File: src/include/mmtc_pkg.sv
// package for the multi mode timer channel: register map, field layout,
// mode codes, sequencer states and the control word carrier.
// assumes a 32-bit apb register bus and a 16-bit counter.
package mmtc_pkg;

    // register byte offsets
    localparam logic [11:0] MMTC_OFF_CTRL   = 12'h000;
    localparam logic [11:0] MMTC_OFF_COUNT  = 12'h004;
    localparam logic [11:0] MMTC_OFF_STATUS = 12'h008;

    // control register field positions
    localparam int MMTC_CTRL_START_BIT = 0;
    localparam int MMTC_CTRL_MODE_LSB  = 1;
    localparam int MMTC_CTRL_UP_BIT    = 3;
    localparam int MMTC_CTRL_FREE_BIT  = 4;
    localparam int MMTC_CTRL_PSC_LSB   = 5;
    localparam int MMTC_CTRL_W         = 7;
    localparam int MMTC_CTRL_TRIG_BIT  = 7;

    // status register field positions
    localparam int MMTC_STAT_IRQ_BIT = 0;
    localparam int MMTC_STAT_PIN_BIT = 1;

    // reset values and fixed counter words
    localparam logic [6:0]  MMTC_CTRL_RST   = 7'h00;
    localparam logic [15:0] MMTC_CNT_RST    = 16'h0000;
    localparam logic [15:0] MMTC_RELOAD_RST = 16'h0000;
    localparam logic [15:0] MMTC_CNT_ONES   = 16'hFFFF;
    localparam logic [15:0] MMTC_CNT_ZEROS  = 16'h0000;

    // prescaler divide ratios, minus one
    localparam logic [4:0] MMTC_DIV1_M1  = 5'h00;
    localparam logic [4:0] MMTC_DIV2_M1  = 5'h01;
    localparam logic [4:0] MMTC_DIV8_M1  = 5'h07;
    localparam logic [4:0] MMTC_DIV32_M1 = 5'h1F;
    localparam logic [4:0] MMTC_PSC_RST  = 5'h00;

    // operating modes
    typedef enum logic [1:0] {
        MMTC_TIMER   = 2'h0,
        MMTC_EVENT   = 2'h1,
        MMTC_ONESHOT = 2'h2,
        MMTC_PWM     = 2'h3
    } mmtc_mode_t;

    // sequencer states, one-hot
    typedef enum logic [5:0] {
        MMTC_ST_IDLE   = 6'h01,
        MMTC_ST_RUN    = 6'h02,
        MMTC_ST_OS_ARM = 6'h04,
        MMTC_ST_OS_RUN = 6'h08,
        MMTC_ST_PWM_HI = 6'h10,
        MMTC_ST_PWM_LO = 6'h20
    } mmtc_state_t;

    // control word as stored, msb first
    typedef struct packed {
        logic [1:0] psc;
        logic       free_run;
        logic       count_up;
        mmtc_mode_t mode;
        logic       start;
    } mmtc_ctrl_t;

endpackage

File: src/core/mmtc_irq_flag.sv
// sticky interrupt request flag for the timer channel.
// assumes set and clear are single-cycle strobes in the pclk domain.
`timescale 1ns/1ps
module mmtc_irq_flag (
    // clock and reset
    input  wire logic pclk,
    input  wire logic presetn,
    // strobes
    input  wire logic hw_set,
    input  wire logic sw_clr,
    // flag
    output logic      flag
);

    logic flag_r;

    // set beats clear so a same-cycle event is never lost
    always_ff @(posedge pclk or negedge presetn) begin
        if (!presetn) begin
            flag_r <= 1'b0;
        end else if (hw_set) begin
            flag_r <= 1'b1;
        end else if (sw_clr) begin
            flag_r <= 1'b0;
        end
    end

    assign flag = flag_r;

endmodule // mmtc_irq_flag

File: src/core/mmtc_prescaler.sv
// count source divider for the timer channel.
// assumes enable is low whenever the sequencer is idle; an armed one-shot keeps it high.
`timescale 1ns/1ps
module mmtc_prescaler
    import mmtc_pkg::*;
(
    // clock and reset
    input  wire logic       pclk,
    input  wire logic       presetn,
    // control
    input  wire logic       enable,
    input  wire logic [1:0] psc_sel,
    // count source
    output logic            tick
);

    logic [4:0] div_m1;
    logic [4:0] psc_r;

    // ratio lookup
    always_comb begin
        case (psc_sel)
            2'h0:    div_m1 = MMTC_DIV1_M1;
            2'h1:    div_m1 = MMTC_DIV2_M1;
            2'h2:    div_m1 = MMTC_DIV8_M1;
            default: div_m1 = MMTC_DIV32_M1;
        endcase
    end

    // restarts while enable is low so the first period after enable rises is whole
    always_ff @(posedge pclk or negedge presetn) begin
        if (!presetn) begin
            psc_r <= MMTC_PSC_RST;
        end else if (!enable || psc_r >= div_m1) begin
            psc_r <= MMTC_PSC_RST;
        end else begin
            psc_r <= psc_r + 5'h01;
        end
    end

    assign tick = enable && (psc_r >= div_m1);

endmodule // mmtc_prescaler

File: src/core/mmtc_timer.sv
// one 16-bit timer channel: timer, event counter, one-shot and pwm modes,
// with an apb register slave. assumes apb signals and event_in are
// synchronous to pclk; zero wait states.
`timescale 1ns/1ps

// Overview of operation
// In timer mode a count read returns the live counter value.
// In timer mode a read at the reload instant returns all ones.
// In event mode a reload read gives ones on underflow, zeros on overflow.
// Reads after a halted count write return it until restart.
// Software rewrites the count after halting a free-run event counter.
// Stopping a one-shot count halts it and reloads the counter.
// Stopping a one-shot count drives the pin low and sets the request flag.
// Picking one-shot after reset or from timer or event mode sets the flag.
// Picking pwm after reset or from timer or event mode sets the flag.
// Software writes zero to the flag after those mode selections.
// Clearing the start flag during pwm output stops the counter.
// Stopping pwm with the pin high drives it low and sets the flag.
// Stopping pwm with the pin low leaves pin and flag untouched.
// The request flag stays set until software writes zero to it.
module mmtc_timer
    import mmtc_pkg::*;
(
    // clock and reset
    input  wire logic        pclk,
    input  wire logic        presetn,
    // apb slave
    input  wire logic        psel,
    input  wire logic        penable,
    input  wire logic        pwrite,
    input  wire logic [11:0] paddr,
    input  wire logic [31:0] pwdata,
    output logic             pready,
    output logic [31:0]      prdata,
    output logic             pslverr,
    // event counter source
    input  wire logic        event_in,
    // timer output and request flag
    output logic             timer_output_pin,
    output logic             irq_request
);

    mmtc_ctrl_t   ctrl_r;
    mmtc_ctrl_t   ctrl_new;
    mmtc_state_t  state_r;
    mmtc_state_t  state_nxt;
    logic [15:0]  cnt_r;
    logic [15:0]  cnt_nxt;
    logic [15:0]  reload_r;
    logic [15:0]  rd_cnt;
    logic         pin_r;
    logic         pin_nxt;
    logic [31:0]  prdata_r;
    logic         pslverr_r;
    logic         ev_d_r;
    logic         ev_edge;
    logic         psc_tick;
    logic         tick;
    logic         setup;
    logic         wr_acc;
    logic         hit_ctrl;
    logic         hit_count;
    logic         hit_status;
    logic         ctrl_wr;
    logic         count_wr;
    logic         status_clr;
    logic         start_rise;
    logic         start_fall;
    logic         trig;
    logic         mode_set;
    logic         fsm_set;
    logic         reload_evt;
    logic         halted;
    logic         irq_q;

    // address decode and strobes
    assign setup      = psel && !penable;
    assign wr_acc     = psel && penable && pwrite;
    assign hit_ctrl   = (paddr == MMTC_OFF_CTRL);
    assign hit_count  = (paddr == MMTC_OFF_COUNT);
    assign hit_status = (paddr == MMTC_OFF_STATUS);
    assign ctrl_wr    = wr_acc && hit_ctrl;
    assign count_wr   = wr_acc && hit_count;
    assign ctrl_new   = mmtc_ctrl_t'(pwdata[MMTC_CTRL_W-1:0]);
    assign trig       = ctrl_wr && pwdata[MMTC_CTRL_TRIG_BIT];
    assign start_rise = ctrl_wr && !ctrl_r.start && ctrl_new.start;
    assign start_fall = ctrl_wr && ctrl_r.start && !ctrl_new.start;
    assign status_clr = wr_acc && hit_status && !pwdata[MMTC_STAT_IRQ_BIT];

    // spurious request on entry to one-shot or pwm from timer or event mode; reset mode is timer,
    // so the first selection after reset is covered by the same test
    assign mode_set = ctrl_wr            // see
        && (ctrl_new.mode == MMTC_ONESHOT || ctrl_new.mode == MMTC_PWM)
        && (ctrl_r.mode == MMTC_TIMER || ctrl_r.mode == MMTC_EVENT);

    // control register
    always_ff @(posedge pclk or negedge presetn) begin
        if (!presetn) begin
            ctrl_r <= mmtc_ctrl_t'(MMTC_CTRL_RST);
        end else if (ctrl_wr) begin
            ctrl_r <= ctrl_new;
        end
    end

    // reload register follows every count write, running or not
    always_ff @(posedge pclk or negedge presetn) begin
        if (!presetn) begin
            reload_r <= MMTC_RELOAD_RST;
        end else if (count_wr) begin
            reload_r <= pwdata[15:0];
        end
    end

    // event source edge, input already in the pclk domain
    always_ff @(posedge pclk or negedge presetn) begin
        if (!presetn) begin
            ev_d_r <= 1'b0;
        end else begin
            ev_d_r <= event_in;
        end
    end

    assign ev_edge = event_in && !ev_d_r;

    // count source: external edges in event mode, divided clock otherwise
    mmtc_prescaler u_psc (
        .pclk    (pclk),
        .presetn (presetn),
        .enable  (state_r != MMTC_ST_IDLE),
        .psc_sel (ctrl_r.psc),
        .tick    (psc_tick)
    );

    assign tick = (ctrl_r.mode == MMTC_EVENT) ? ev_edge : psc_tick;
    assign halted = (state_r == MMTC_ST_IDLE) || (state_r == MMTC_ST_OS_ARM);

    // reload instant of a running timer or event counter
    always_comb begin
        reload_evt = 1'b0;
        if (state_r == MMTC_ST_RUN && tick) begin
            if (ctrl_r.mode == MMTC_EVENT) begin
                reload_evt = ctrl_r.count_up ? (cnt_r == MMTC_CNT_ONES)
                                             : (cnt_r == MMTC_CNT_ZEROS);
            end else begin
                reload_evt = (cnt_r == MMTC_CNT_ZEROS);
            end
        end
    end

    // count read value; the counter itself is live otherwise
    always_comb begin
        rd_cnt = cnt_r;                  // see
        if (reload_evt) begin
            if (ctrl_r.mode == MMTC_EVENT && ctrl_r.count_up) begin
                rd_cnt = MMTC_CNT_ZEROS;
            end else begin
                rd_cnt = MMTC_CNT_ONES;  // see
            end
        end
    end

    // sequencer: software stop first, then start, then counting
    always_comb begin
        state_nxt = state_r;
        cnt_nxt   = cnt_r;
        pin_nxt   = pin_r;
        fsm_set   = 1'b0;
        if (start_fall) begin
            state_nxt = MMTC_ST_IDLE;
            case (state_r)
                MMTC_ST_OS_RUN: begin
                    cnt_nxt = reload_r;
                    pin_nxt = 1'b0;
                    fsm_set = 1'b1;
                end
                MMTC_ST_PWM_HI: begin
                    pin_nxt = 1'b0;
                    fsm_set = 1'b1;
                end
                default: begin
                    pin_nxt = pin_r;
                end
            endcase
        end else if (start_rise) begin
            case (ctrl_new.mode)
                MMTC_ONESHOT: begin
                    if (trig) begin
                        state_nxt = MMTC_ST_OS_RUN;
                        cnt_nxt   = reload_r;
                        pin_nxt   = 1'b1;
                    end else begin
                        state_nxt = MMTC_ST_OS_ARM;
                    end
                end
                MMTC_PWM: begin
                    state_nxt = MMTC_ST_PWM_HI;
                    cnt_nxt   = reload_r;
                    pin_nxt   = 1'b1;
                end
                default: begin
                    state_nxt = MMTC_ST_RUN;
                end
            endcase
        end else begin
            case (state_r)
                MMTC_ST_RUN: begin
                    if (tick) begin
                        if (ctrl_r.mode == MMTC_EVENT && ctrl_r.count_up) begin
                            if (reload_evt) begin
                                fsm_set = 1'b1;
                                cnt_nxt = ctrl_r.free_run ? MMTC_CNT_ZEROS
                                                          : reload_r;
                            end else begin
                                cnt_nxt = cnt_r + 16'h0001;
                            end
                        end else if (reload_evt) begin
                            fsm_set = 1'b1;
                            cnt_nxt = (ctrl_r.mode == MMTC_EVENT
                                       && ctrl_r.free_run) ? MMTC_CNT_ONES
                                                           : reload_r;
                        end else begin
                            cnt_nxt = cnt_r - 16'h0001;
                        end
                    end
                end
                MMTC_ST_OS_ARM: begin
                    if (trig) begin
                        state_nxt = MMTC_ST_OS_RUN;
                        cnt_nxt   = reload_r;
                        pin_nxt   = 1'b1;
                    end
                end
                MMTC_ST_OS_RUN: begin
                    if (tick) begin
                        if (cnt_r == MMTC_CNT_ZEROS) begin
                            state_nxt = MMTC_ST_OS_ARM;
                            cnt_nxt   = reload_r;
                            pin_nxt   = 1'b0;
                            fsm_set   = 1'b1;
                        end else begin
                            cnt_nxt = cnt_r - 16'h0001;
                        end
                    end
                end
                MMTC_ST_PWM_HI: begin
                    if (tick) begin
                        if (cnt_r == MMTC_CNT_ZEROS) begin
                            state_nxt = MMTC_ST_PWM_LO;
                            cnt_nxt   = ~reload_r;
                            pin_nxt   = 1'b0;
                            fsm_set   = 1'b1;
                        end else begin
                            cnt_nxt = cnt_r - 16'h0001;
                        end
                    end
                end
                MMTC_ST_PWM_LO: begin
                    if (tick) begin
                        if (cnt_r == MMTC_CNT_ZEROS) begin
                            state_nxt = MMTC_ST_PWM_HI;
                            cnt_nxt   = reload_r;
                            pin_nxt   = 1'b1;
                        end else begin
                            cnt_nxt = cnt_r - 16'h0001;
                        end
                    end
                end
                default: begin
                    state_nxt = MMTC_ST_IDLE;
                end
            endcase
            // halted counter takes a written value directly
            if (count_wr && halted) begin
                cnt_nxt = pwdata[15:0];
            end
        end
    end

    // sequencer state
    always_ff @(posedge pclk or negedge presetn) begin
        if (!presetn) begin
            state_r <= MMTC_ST_IDLE;
        end else begin
            state_r <= state_nxt;
        end
    end

    // counter; a free-run halt leaves it stale for software to rewrite
    always_ff @(posedge pclk or negedge presetn) begin
        if (!presetn) begin
            cnt_r <= MMTC_CNT_RST;
        end else begin
            cnt_r <= cnt_nxt;
        end
    end

    // output pin
    always_ff @(posedge pclk or negedge presetn) begin
        if (!presetn) begin
            pin_r <= 1'b0;
        end else begin
            pin_r <= pin_nxt;
        end
    end

    // request flag; software must clear it after a spurious set
    mmtc_irq_flag u_irq (
        .pclk    (pclk),
        .presetn (presetn),
        .hw_set  (fsm_set || mode_set),
        .sw_clr  (status_clr),
        .flag    (irq_q)
    );

    // read data captured in setup so it is stable through access
    always_ff @(posedge pclk or negedge presetn) begin
        if (!presetn) begin
            prdata_r  <= 32'h0;
            pslverr_r <= 1'b0;
        end else if (setup) begin
            pslverr_r <= !(hit_ctrl || hit_count || hit_status);
            if (hit_ctrl) begin
                prdata_r <= {25'h0, ctrl_r};
            end else if (hit_count) begin
                prdata_r <= {16'h0, rd_cnt};
            end else if (hit_status) begin
                prdata_r <= {30'h0, pin_r, irq_q};
            end else begin
                prdata_r <= 32'h0;
            end
        end
    end

    // outputs
    assign pready           = 1'b1;
    assign prdata           = prdata_r;
    assign pslverr          = pslverr_r && psel && penable;
    assign timer_output_pin = pin_r;
    assign irq_request      = irq_q;

endmodule // mmtc_timer

File: config.mk
export PLATFORM = sky130hd
export DESIGN_NAME = mmtc_timer
export DESIGN_NICKNAME = d
export VERILOG_FILES = /design/src/include/mmtc_pkg.sv /design/src/core/mmtc_irq_flag.sv /design/src/core/mmtc_prescaler.sv /design/src/core/mmtc_timer.sv
export SDC_FILE = /design/constraint.sdc
export NUM_CORES = 1
export LEC_CHECK = 0
export BUFFER_PORTS_ARGS = -buffer_cell sky130_fd_sc_hd__buf_2
export CAP_MARGIN = 20
export CORE_UTILIZATION = 49
export CTS_BUF_LIST = sky130_fd_sc_hd__clkbuf_8
export DETAILED_ROUTE_END_ITERATION = 6
export PLACE_DENSITY = 0.68
export SLEW_MARGIN = 20
export SYNTH_ARGS = -nofsm -noshare
export SYNTH_HDL_FRONTEND = slang
export SYNTH_HIERARCHICAL = 1
export SYNTH_SLANG_ARGS = --single-unit
File: constraint.sdc
create_clock -name pclk -period 2.9 [get_ports pclk]
set_input_delay 0.29 -clock pclk [delete_from_list [all_inputs] [get_ports pclk]]
set_output_delay 0.29 -clock pclk [all_outputs]
set_load 0.1 [all_outputs]
==> results of run 1 <==
## cells in the mapped netlist, drive strengths merged, types with 9 or more instances
| cell type | instances | area share |
|---|---|---|
| o21ai | 64 | 0.051 |
| inv | 13 | 0.0076 |
| or4 | 12 | 0.015 |
| clkbuf | 47 | 0.028 |
| a211oi | 11 | 0.013 |
| a21oi | 55 | 0.044 |
| nor4 | 19 | 0.027 |
| xor2 | 15 | 0.021 |
| o211ai | 21 | 0.025 |
| nand3 | 42 | 0.033 |
| nor2 | 88 | 0.052 |
| nand4 | 10 | 0.0098 |
| dfrtp | 69 | 0.27 |
| xnor2 | 18 | 0.025 |
| o31ai | 10 | 0.012 |
| ha | 9 | 0.018 |
| nor3 | 27 | 0.021 |
| mux2i | 15 | 0.024 |
| buf | 31 | 0.032 |
| nand2b | 9 | 0.0088 |
| nand2 | 84 | 0.049 |
| mux2 | 23 | 0.041 |
## worst min path at each step
stage / to / slack [ns]
after floorplan: cnt_r[0]$_DFFE_PN0P_ / -0.006
after global placement: ev_d_r$_DFF_PN0_ / 0.41
after detailed placement: ev_d_r$_DFF_PN0_ / 0.42
after CTS: ev_d_r$_DFF_PN0_ / 0.01
after global routing: ev_d_r$_DFF_PN0_ / 0.02
final: u_psc/psc_r[2]$_DFF_PN0_ / 0.008
## registers in the layout (all words and copies together) (netlist names)
signal,flops
ev_d_r,1
u_irq/flag,1
reload_r,16
u_psc/psc_r,5
pslverr_r,1
cnt_r,16
state_r,6
prdata,16
timer_output_pin,1
ctrl_r,7
## timing repair
item                       4_1_cts  5_1_grt
setup endpoints to repair       35       33
gates resized for setup         17       51
setup buffers                    2        1
pin swaps                        8       28
## worst register-to-register path, delay by kind of cell (launching register included)
kind | cells | cell delay (ns)
adders and majority gates | 1 | 0.25
DFF | 1 | 0.38
AOI/OAI and AO/OA | 5 | 0.80
and+or+nand+nor | 5 | 0.83
buffers and inverters | 4 | 0.58
## report_power, final
part           total, mW  switching, mW  internal (mW)
combinational       1.18          0.759          0.417
clock              0.808          0.469          0.339
sequential          1.08         0.0518           1.03
## cells by family (layout without fill, tap and decap cells)
family          Yosys count  in the layout  share of synthesized area
fa+ha+maj                 9              9                     0.0176
flops                    70             70                      0.274
compound gates          248            248                      0.260
mux                      38             38                     0.0640
simple gates            339            339                      0.270
other cells               2             17                    0.00118
xor+xnor                 33             33                     0.0452
buf+inv                  91            201                     0.0670
## cell type report
cell class / instances / area (um2) / share of cell area
timing repair buffer: 172 / 1200 / 0.150
clock inverter: 6 / 45.0 / 0.00563
multi-input combinational: 684 / 4600 / 0.574
inverter: 13 / 53.8 / 0.00672
clock buffer: 10 / 138 / 0.0172
tap: 172 / 215 / 0.0269
sequential: 70 / 1750 / 0.219
## stage by stage
step | worst slack, ns | hold WS (ns) | cells | area (um2)
after floorplan | 0.0579 | -0.00559 | 845 | 6450
after global placement | -0.271 | 0.414 | 1108 | 7450
after detailed placement | -0.317 | 0.421 | 1108 | 7450
after CTS | -0.0359 | 0.0141 | 1126 | 7740
after global routing | -0.114 | 0.0212 | 1127 | 8000
final | -0.0203 | 0.00750 | 1127 | 8000
## routing by layer
layer	share of wire	GRT usage	vias up
met4	0.053	0.224	0
met5	0	0	-
met3	0.13	0.124	136
met1	0.38	0.540	3589
met2	0.43	0.625	571
li1	-	-	3311
## cells in the final DEF, fill, tap and decap left out, drive strengths merged, types with 5 or more instances in the layout
master | Yosys | layout
o21ai | 64 | 64
and3 | 6 | 6
xor2 | 15 | 15
a21o | 6 | 6
nand2b | 9 | 9
nand4 | 10 | 10
inv | 13 | 16
xnor2 | 18 | 18
dfrtp | 69 | 69
or4 | 12 | 12
or2 | 6 | 6
or3 | 6 | 6
a311oi | 7 | 7
a221oi | 5 | 5
buf | 31 | 172
ha | 9 | 9
a31oi | 7 | 7
a211oi | 11 | 11
nor4 | 19 | 19
mux2i | 15 | 15
a21oi | 55 | 55
nand3 | 42 | 42
nor2b | 8 | 8
nor2 | 88 | 88
conb | 2 | 17
a2111oi | 7 | 7
o31ai | 10 | 10
nor3 | 27 | 27
mux2 | 23 | 23
and2 | 5 | 5
a211o | 5 | 5
a2bb2oi | 5 | 5
o211ai | 21 | 21
clkbuf | 47 | 10
nand2 | 84 | 84
==> results_dict.tcl, run 1 <==
set metrics [dict create \
    hold_viol_final 0 \
    io_pins 86 \
    r2r_cells 15 \
    endpoint "cnt_r[3]$_DFFE_PN0P_" \
    power.leakage_nw 3.41 \
    antenna_found_initial 0 \
    status "finished, violations left" \
    htreeDepth 3 \
    synth_area_um2 6390 \
    nNetsFinal 1009 \
    worstReg2RegStart "ctrl_r[6]$_DFFE_PN0N_" \
    tightestPinTransition_ns 0.882 \
    dp_hpwl_um 20500 \
    syn-instance-count 830 \
    area_delta_synth_final_pct 25.3 \
    drv_slew 0 \
    fillCellCount 1164 \
    setup.worst_path.start_class "register" \
    rsz0062_at_grt "true" \
    grt_pass1_vias 7248 \
    worstPathMaxFanout 7 \
    drt-initial-drc-count 951 \
    wire_per_inst_um 24.4 \
    cts_tree "yes" \
    reg2reg_setup_slack_ns -0.02 \
    drc 0 \
    violations "negative setup slack" \
    path_common_cell "buf_6" \
    crit_path_end_kind "register" \
    worstSetupPathType "register to register" \
    min_path_type "primary input to async pin" \
    gp_congestion 1.06 \
    finalSetupViolations 1 \
    worstSetupStartpoint "ctrl_r[6]$_DFFE_PN0N_" \
    async_reset_ff_frac 1.00 \
    via_count 7607 \
    cp_slowest_cell "or4_1" \
    grt-ovfl-total 0 \
    synth_edf_count 0 \
    yosys_warnings 6 \
    clk_pin_slew_ns 0.09 \
    relSlewSlack 0.412 \
    wl_um 27500 \
    cp_slowest_stage_delay_ns 0.47 \
    clock_latency_ns 0.39 \
    diodes 0 \
    grt_max_degree 38 \
    crit_arrival_ns 3.23 \
    clockBufferDepth 2 \
    finalCritPeriodShare 1.01 \
    fin_total_pwr_mw 3.07 \
    std_cell_rows 41 \
    fmax_mhz 342 \
    ant_nets 0 \
    cts.sinks 70 \
    maxCapViolations 0 \
    critical_path_depth 15 \
    cp.buffers_inverters 4 \
    fp.dieW_um 116 \
    ys_seq_area_frac 0.274 \
    start_util 0.504 \
    finish.utilization 0.632 \
    required_ns 3.21 \
    die_h_um 116 \
    numCtsBuffers 9 \
    drive_above_1_share 0.283 \
    track_usage 0.417 \
    crit_chain "buf_6 > nand2_8 > ha_4 > nand4_1 > o22ai_2 > o21a_1 > a21oi_4 > buf_6 > nor4b_4 > buf_6 > buf_6 > or4_1 > nand3_1 > o31ai_2 > o211ai_1" \
    first_pass_iters 6 \
    cp_top_family "simple AND/OR/NAND/NOR gates" \
    die-area_um2 13500 \
    skew_ns 0.0135 \
    avgViaCountPerCell 6.75 \
    syn_area_per_cell_um2 7.70 \
    ys_types 79 \
    reg2reg_to "cnt_r[3]$_DFFE_PN0P_" \
    ys_ff_latch 70 \
    p_per_area_nw_per_um2 383 \
    grt_pass1_wl_um 41000 \
    core-area_um2 12700 \
    cts_hold_buf 0 \
    synth_ff_type "dfrtp_1" \
    setup_slack_ns -0.0203 \
    cts_root_buf "clkbuf_8" \
    port_buffers 52 \
    layout_min_cycle_time_ns 2.92 \
    tns_ns -0.0203 \
    ir_worst_vdd_uv 280 \
]
Note: power is estimated with default switching activity, not from simulation.
==> run 2, diff against run 1 <==
--- a/config.mk
+++ b/config.mk
@@ -7,10 +7,11 @@
 export LEC_CHECK = 0
 export BUFFER_PORTS_ARGS = -buffer_cell sky130_fd_sc_hd__buf_2
 export CAP_MARGIN = 20
-export CORE_UTILIZATION = 49
+export CORE_UTILIZATION = 55
 export CTS_BUF_LIST = sky130_fd_sc_hd__clkbuf_8
 export DETAILED_ROUTE_END_ITERATION = 6
-export PLACE_DENSITY = 0.68
+export PLACE_DENSITY = 0.76
+export SKIP_CTS_REPAIR_TIMING = 1
 export SLEW_MARGIN = 20
 export SYNTH_ARGS = -nofsm -noshare
 export SYNTH_HDL_FRONTEND = slang
==> run 2 against run 1 <==
Against the previous run:
- the run ends with negative hold slack left
- final area fell by 3.0%
- core utilization rose by 6.9 points
- die area fell by 11%
- maximum frequency rose by 2.5%
- count of clock-buffer cells in the layout fell by 1
- critical path depth fell by 1
- worst setup slack improved by 0.070 ns
- sequential power barely moved
- global-route usage rose by 4.5 points
- sequential share of layout area rose by 0.68 points
- largest cell class unchanged
==> results_dict.tcl, run 2 (synthesis results as in run 1) <==
set metrics [dict create \
    status "finished, violations left" \
    violations "negative hold slack" \
    drv_slew 0 \
    fin_total_pwr_mw 3.05 \
    io_pins 86 \
    clk_pin_slew_ns 0.10 \
    track_usage 0.462 \
    numCtsBuffers 9 \
    setup_slack_ns 0.0497 \
    cp_slowest_cell "dfrtp_1" \
    min_path_type "primary input to async pin" \
    rsz0062_at_grt "true" \
    diodes 0 \
    drive_above_1_share 0.268 \
    clockPowerShare 0.272 \
    port_buffers 52 \
    pwr-share-seq 0.354 \
    cp_slowest_stage_delay_ns 0.41 \
    clock_latency_ns 0.39 \
    relSlewSlack 0.533 \
    drt-initial-drc-count 1172 \
    finalCritPeriodShare 0.983 \
    crit_chain "or2_4 > ha_4 > nor2b_4 > o22ai_2 > o21a_1 > a21oi_2 > buf_6 > nor2_4 > nand2_1 > buf_4 > buf_4 > a21oi_1 > a211o_1 > a21oi_2" \
    grt_pass1_wl_um 40400 \
    final_common_cell "buf_4" \
    skew_ns 0.0126 \
    wl_um 27500 \
    ir_worst_vdd_uv 314 \
    dp_hpwl_um 19800 \
    gp_congestion 1.13 \
    ant_nets 0 \
    die_h_um 110 \
    finalSetupViolations 0 \
    worstPathMaxFanout 6 \
    layout_min_cycle_time_ns 2.85 \
    setup.worst_path.start_class "register" \
    pre_cts_ws_ns -0.0787 \
    drc 0 \
    area_delta_synth_final_pct 21.5 \
    core-area_um2 11100 \
    p_comb_frac 0.375 \
    std_cell_rows 38 \
    p_sw_mw 1.29 \
    die-area_um2 12100 \
    tightestPinTransition_ns 0.701 \
    first_pass_iters 6 \
    crit_arrival_ns 3.15 \
    nNetsFinal 1000 \
    p_sw_frac 0.422 \
    fmax_mhz 351 \
    crit_path_end_kind "register" \
    start_util 0.577 \
    power.leakage_nw 3.35 \
    layout_common_cells "105 x buf_4, 84 x nor2_1, 82 x nand2_1" \
    via_count 7708 \
    cts_root_buf "clkbuf_8" \
    required_ns 3.19 \
    cts.sinks 70 \
    p_per_area_nw_per_um2 393 \
    dp_cells 1065 \
    worstSetupPathType "register to register" \
    hold_viol_final 29 \
    cts_tree "yes" \
    grt-ovfl-total 0 \
    htreeDepth 3 \
    avgViaCountPerCell 7.10 \
    wire_per_inst_um 25.3 \
    maxCapViolations 0 \
    clockBufferDepth 2 \
    antenna_found_initial 1 \
    grt_pass1_vias 7110 \
    fp.dieW_um 110 \
    p_int_mw 1.76 \
    grt_max_degree 42 \
    final_cells 1086 \
    holdWs_ns -0.0672 \
]
## run 2: cell count changes in the layout (fill, tap and decap cells not counted), moves of 3 or more
cell,previous run,this run
buf_4,111,105
a21oi_4,4,0
buf_6,8,4
a2111oi_0,1,4
## run 2: metrics by stage
stage / cell area, um2 / TNS, ns / hold slack [ns] / util
6_report: 7760 / 0 / -0.0672 / 0.701
5_1_grt: 7760 / -0.170 / 0.00107 / 0.701
4_1_cts: 7530 / -0.510 / -0.0462 / 0.680
3_5_place_dp: 7340 / -0.241 / 0.373 / 0.663
3_3_place_gp: 7340 / 0 / 0.355 / 0.663
2_1_floorplan: 6450 / 0 / -0.00559 / -
## run 2: area by class of cell
class / instances / area (um2)
flip-flops and latches: 70 / 1750
fillers: 881 / 3320
multi-input cells: 684 / 4460
clock inverters: 7 / 62.6
inverters: 13 / 48.8
clock buffers: 9 / 124
well taps: 140 / 175
repair buffers: 163 / 1130
## run 2: final timing paths
check	from	to	slack (ns)	cells past startpoint
worst max-delay path	ctrl_r[5]$_DFFE_PN0N_	cnt_r[11]$_DFFE_PN0P_	0.05	14
worst min-delay path	presetn	u_psc/psc_r[2]$_DFF_PN0_	-0.07	1
worst max register to register	ctrl_r[5]$_DFFE_PN0N_	cnt_r[11]$_DFFE_PN0P_	0.05	14
worst min register to register	prdata[8]$_DFFE_PN0P_	prdata[8]$_DFFE_PN0P_	0.48	2
max in group asynchronous	presetn	state_r[0]$_DFFE_PN1P_	2.24	2
min in group pclk	event_in	ev_d_r$_DFF_PN0_	0.01	1
## run 2: routing by layer
layer / wire length [um] / vias up / track usage / share of wire
met4: 1640 / 0 / 0.269 / 0.060
met1: 10200 / 3618 / 0.594 / 0.37
met2: 11700 / 648 / 0.686 / 0.43
met5: 0 / - / 0 / 0
li1: - / 3288 / - / -
met3: 3980 / 154 / 0.138 / 0.14
## run 2: critical path: cells and delay by family (launching register included)
| family | cells | cell delay (ns) |
|---|---|---|
| buf+inv | 3 | 0.52 |
| simple gates | 4 | 0.56 |
| flops | 1 | 0.41 |
| compound gates | 6 | 1.03 |
| fa+ha+maj | 1 | 0.23 |
## run 2: power groups by stage
stage               registers [mW]  logic, mW  clock network, mW
finish                        1.08       1.14              0.828
global route                  1.08       1.21              0.862
CTS                           1.08       1.08              0.826
detailed placement            1.10       1.07                  0
global placement              1.10       1.07                  0
floorplan                     1.08      0.756                  0
==> run 3, diff against run 2 <==
--- a/config.mk
+++ b/config.mk
@@ -7,6 +7,7 @@
 export LEC_CHECK = 0
 export BUFFER_PORTS_ARGS = -buffer_cell sky130_fd_sc_hd__buf_2
 export CAP_MARGIN = 20
+export CORE_ASPECT_RATIO = 0.5
 export CORE_UTILIZATION = 55
 export CTS_BUF_LIST = sky130_fd_sc_hd__clkbuf_8
 export DETAILED_ROUTE_END_ITERATION = 6
==> run 3 against run 2 <==
Against the previous run:
- the flow finishes with violations (negative setup slack)
- sequential cell count stayed put
- final area rose by 3.0%
- total power rose by 0.92%
- die area grew 0.22%
- worst setup slack lost 0.15 ns
- sequential power barely moved
- clock power decreased by 3.3%
- combinational power is 4% higher
- non-clock buffer count grew 19
- clock skew down 0.0060 ns
- hold slack better by 0.096 ns
- largest cell class unchanged
- highest routed layer unchanged
==> results_dict.tcl, run 3 (synthesis results as in run 1) <==
set metrics [dict create \
    nNetsFinal 1019 \
    cp_top_family "compound AO/OA/AOI/OAI gates" \
    ant_nets 0 \
    min_path_type "primary input to register" \
    numCtsBuffers 9 \
    tightestPinTransition_ns 0.946 \
    skew_ns 0.00661 \
    setup.worst_path.start_class "register" \
    antenna_found_initial 0 \
    maxCapViolations 0 \
    core-area_um2 11100 \
    area_delta_synth_final_pct 25.1 \
    hold_depth 1 \
    violations "negative setup slack" \
    crit_arrival_ns 3.27 \
    first_pass_iters 6 \
    cp.buffers_inverters 1 \
    power.leakage_nw 3.48 \
    finalCritPeriodShare 1.03 \
    finalSetupViolations 15 \
    track_usage 0.472 \
    wire_per_inst_um 25.9 \
    crit_chain "or2_4 > ha_4 > nor2b_2 > o22ai_2 > o21a_1 > a21oi_2 > nand2b_4 > nor2_2 > buf_4 > a211o_1 > a41o_1 > o211ai_1" \
    cp_slowest_stage_delay_ns 0.42 \
    drv_slew 0 \
    worstReg2RegStart "ctrl_r[5]$_DFFE_PN0N_" \
    worstSetupPathType "register to register" \
    clock_latency_ns 0.38 \
    layout_common_cells "120 x buf_4, 84 x nor2_1, 82 x nand2_1" \
    grt-ovfl-total 0 \
    required_ns 3.17 \
    die_h_um 78.2 \
    min_to "ev_d_r$_DFF_PN0_" \
    status "finished, violations left" \
    gp_congestion 1.09 \
    std_cell_rows 27 \
    die-area_um2 12100 \
    via_count 7924 \
    reg2reg_setup_slack_ns -0.1 \
    layout_min_cycle_time_ns 3.00 \
    ir_worst_vdd_uv 336 \
    reg2reg_to "cnt_r[10]$_DFFE_PN0P_" \
    drive_above_1_share 0.288 \
    worstHoldStart "event_in" \
    cts_tree "yes" \
    clockBufferDepth 2 \
    grt_pass1_vias 7246 \
    io_pins 86 \
    grt_pass1_wl_um 41900 \
    setup_slack_ns -0.0991 \
    avgViaCountPerCell 7.14 \
    diodes 0 \
    p_per_area_nw_per_um2 385 \
    worstPathMaxFanout 4 \
    r2r_cells 12 \
    pre_cts_ws_ns -0.161 \
    drt-initial-drc-count 1366 \
    dp_hpwl_um 20900 \
    finish.utilization 0.717 \
    final_common_cell "buf_4" \
    clk_pin_slew_ns 0.09 \
    fp.dieW_um 154 \
    drc 0 \
    grt_max_degree 71 \
    start_util 0.573 \
    relSlewSlack 0.370 \
    wl_um 28800 \
    rsz0062_at_grt "true" \
    fmax_mhz 333 \
    cts_root_buf "clkbuf_8" \
    cp_slowest_cell "dfrtp_1" \
    port_buffers 52 \
    crit_path_end_kind "register" \
    cts.sinks 70 \
    htreeDepth 3 \
    hold_viol_final 0 \
]
run 3: cell count changes in the layout (fill, tap and decap cells not counted), sizes merged:
cell      change
buf          +19
clkinvlp      +1
inv           -1
run 3: how the worst max path moves through the flow:
stage | start | end | slack [ns] | cells after the start
finish | ctrl_r[5]$_DFFE_PN0N_ | cnt_r[10]$_DFFE_PN0P_ | -0.1 | 12
CTS | ctrl_r[6]$_DFFE_PN0N_ | cnt_r[8]$_DFFE_PN0P_ | -0.19 | 12
detailed placement | ctrl_r[6]$_DFFE_PN0N_ | cnt_r[8]$_DFFE_PN0P_ | -0.16 | 12
global placement | ctrl_r[6]$_DFFE_PN0N_ | cnt_r[8]$_DFFE_PN0P_ | -0.11 | 13
floorplan | ctrl_r[6]$_DFFE_PN0N_ | prdata[0]$_DFFE_PN0P_ | 0.06 | 12
global route | ctrl_r[5]$_DFFE_PN0N_ | cnt_r[13]$_DFFE_PN0P_ | -0.18 | 14
run 3: per-layer routing:
layer	track usage	wire length (um)
met2	0.675	11300
met4	0.228	1580
met1	0.630	11300
met5	0.0130	0
met3	0.168	4540
run 3: worst reg2reg max path: stages (launching register included):
cell and delay (ns):
dfrtp_1 0.42, or2_4 0.28, ha_4 0.22, nor2b_2 0.12
o22ai_2 0.10, o21a_1 0.24, a21oi_2 0.28, nand2b_4 0.24
nor2_2 0.08, buf_4 0.19, a211o_1 0.26, a41o_1 0.21
o211ai_1 0.26
run 3: metrics by stage:
step	total power, mW	setup TNS, ns	cell area [um2]	hold WS [ns]	instances
floorplan	1.83	0	6450	-0.00559	845
global placement	2.21	-0.210	7480	0.420	1086
detailed placement	2.21	-1.32	7480	0.416	1086
CTS	3.00	-2.25	7670	0.0211	1102
global route	3.18	-2.43	8000	0.0257	1110
finish	3.08	-0.758	8000	0.0287	1110
run 3: report_power, final:
part / internal, mW / switching (mW) / total, mW
clock: 0.327 / 0.474 / 0.801
combinational: 0.415 / 0.767 / 1.18
sequential: 1.03 / 0.0608 / 1.09
run 3: layout make-up:
class	instances	area, um2
multi-input combinational	684	4520
timing repair buffer	182	1310
tap	145	181
sequential	70	1750
fill	898	3150
clock buffer	9	124
inverter	13	48.8
clock inverter	7	61.3
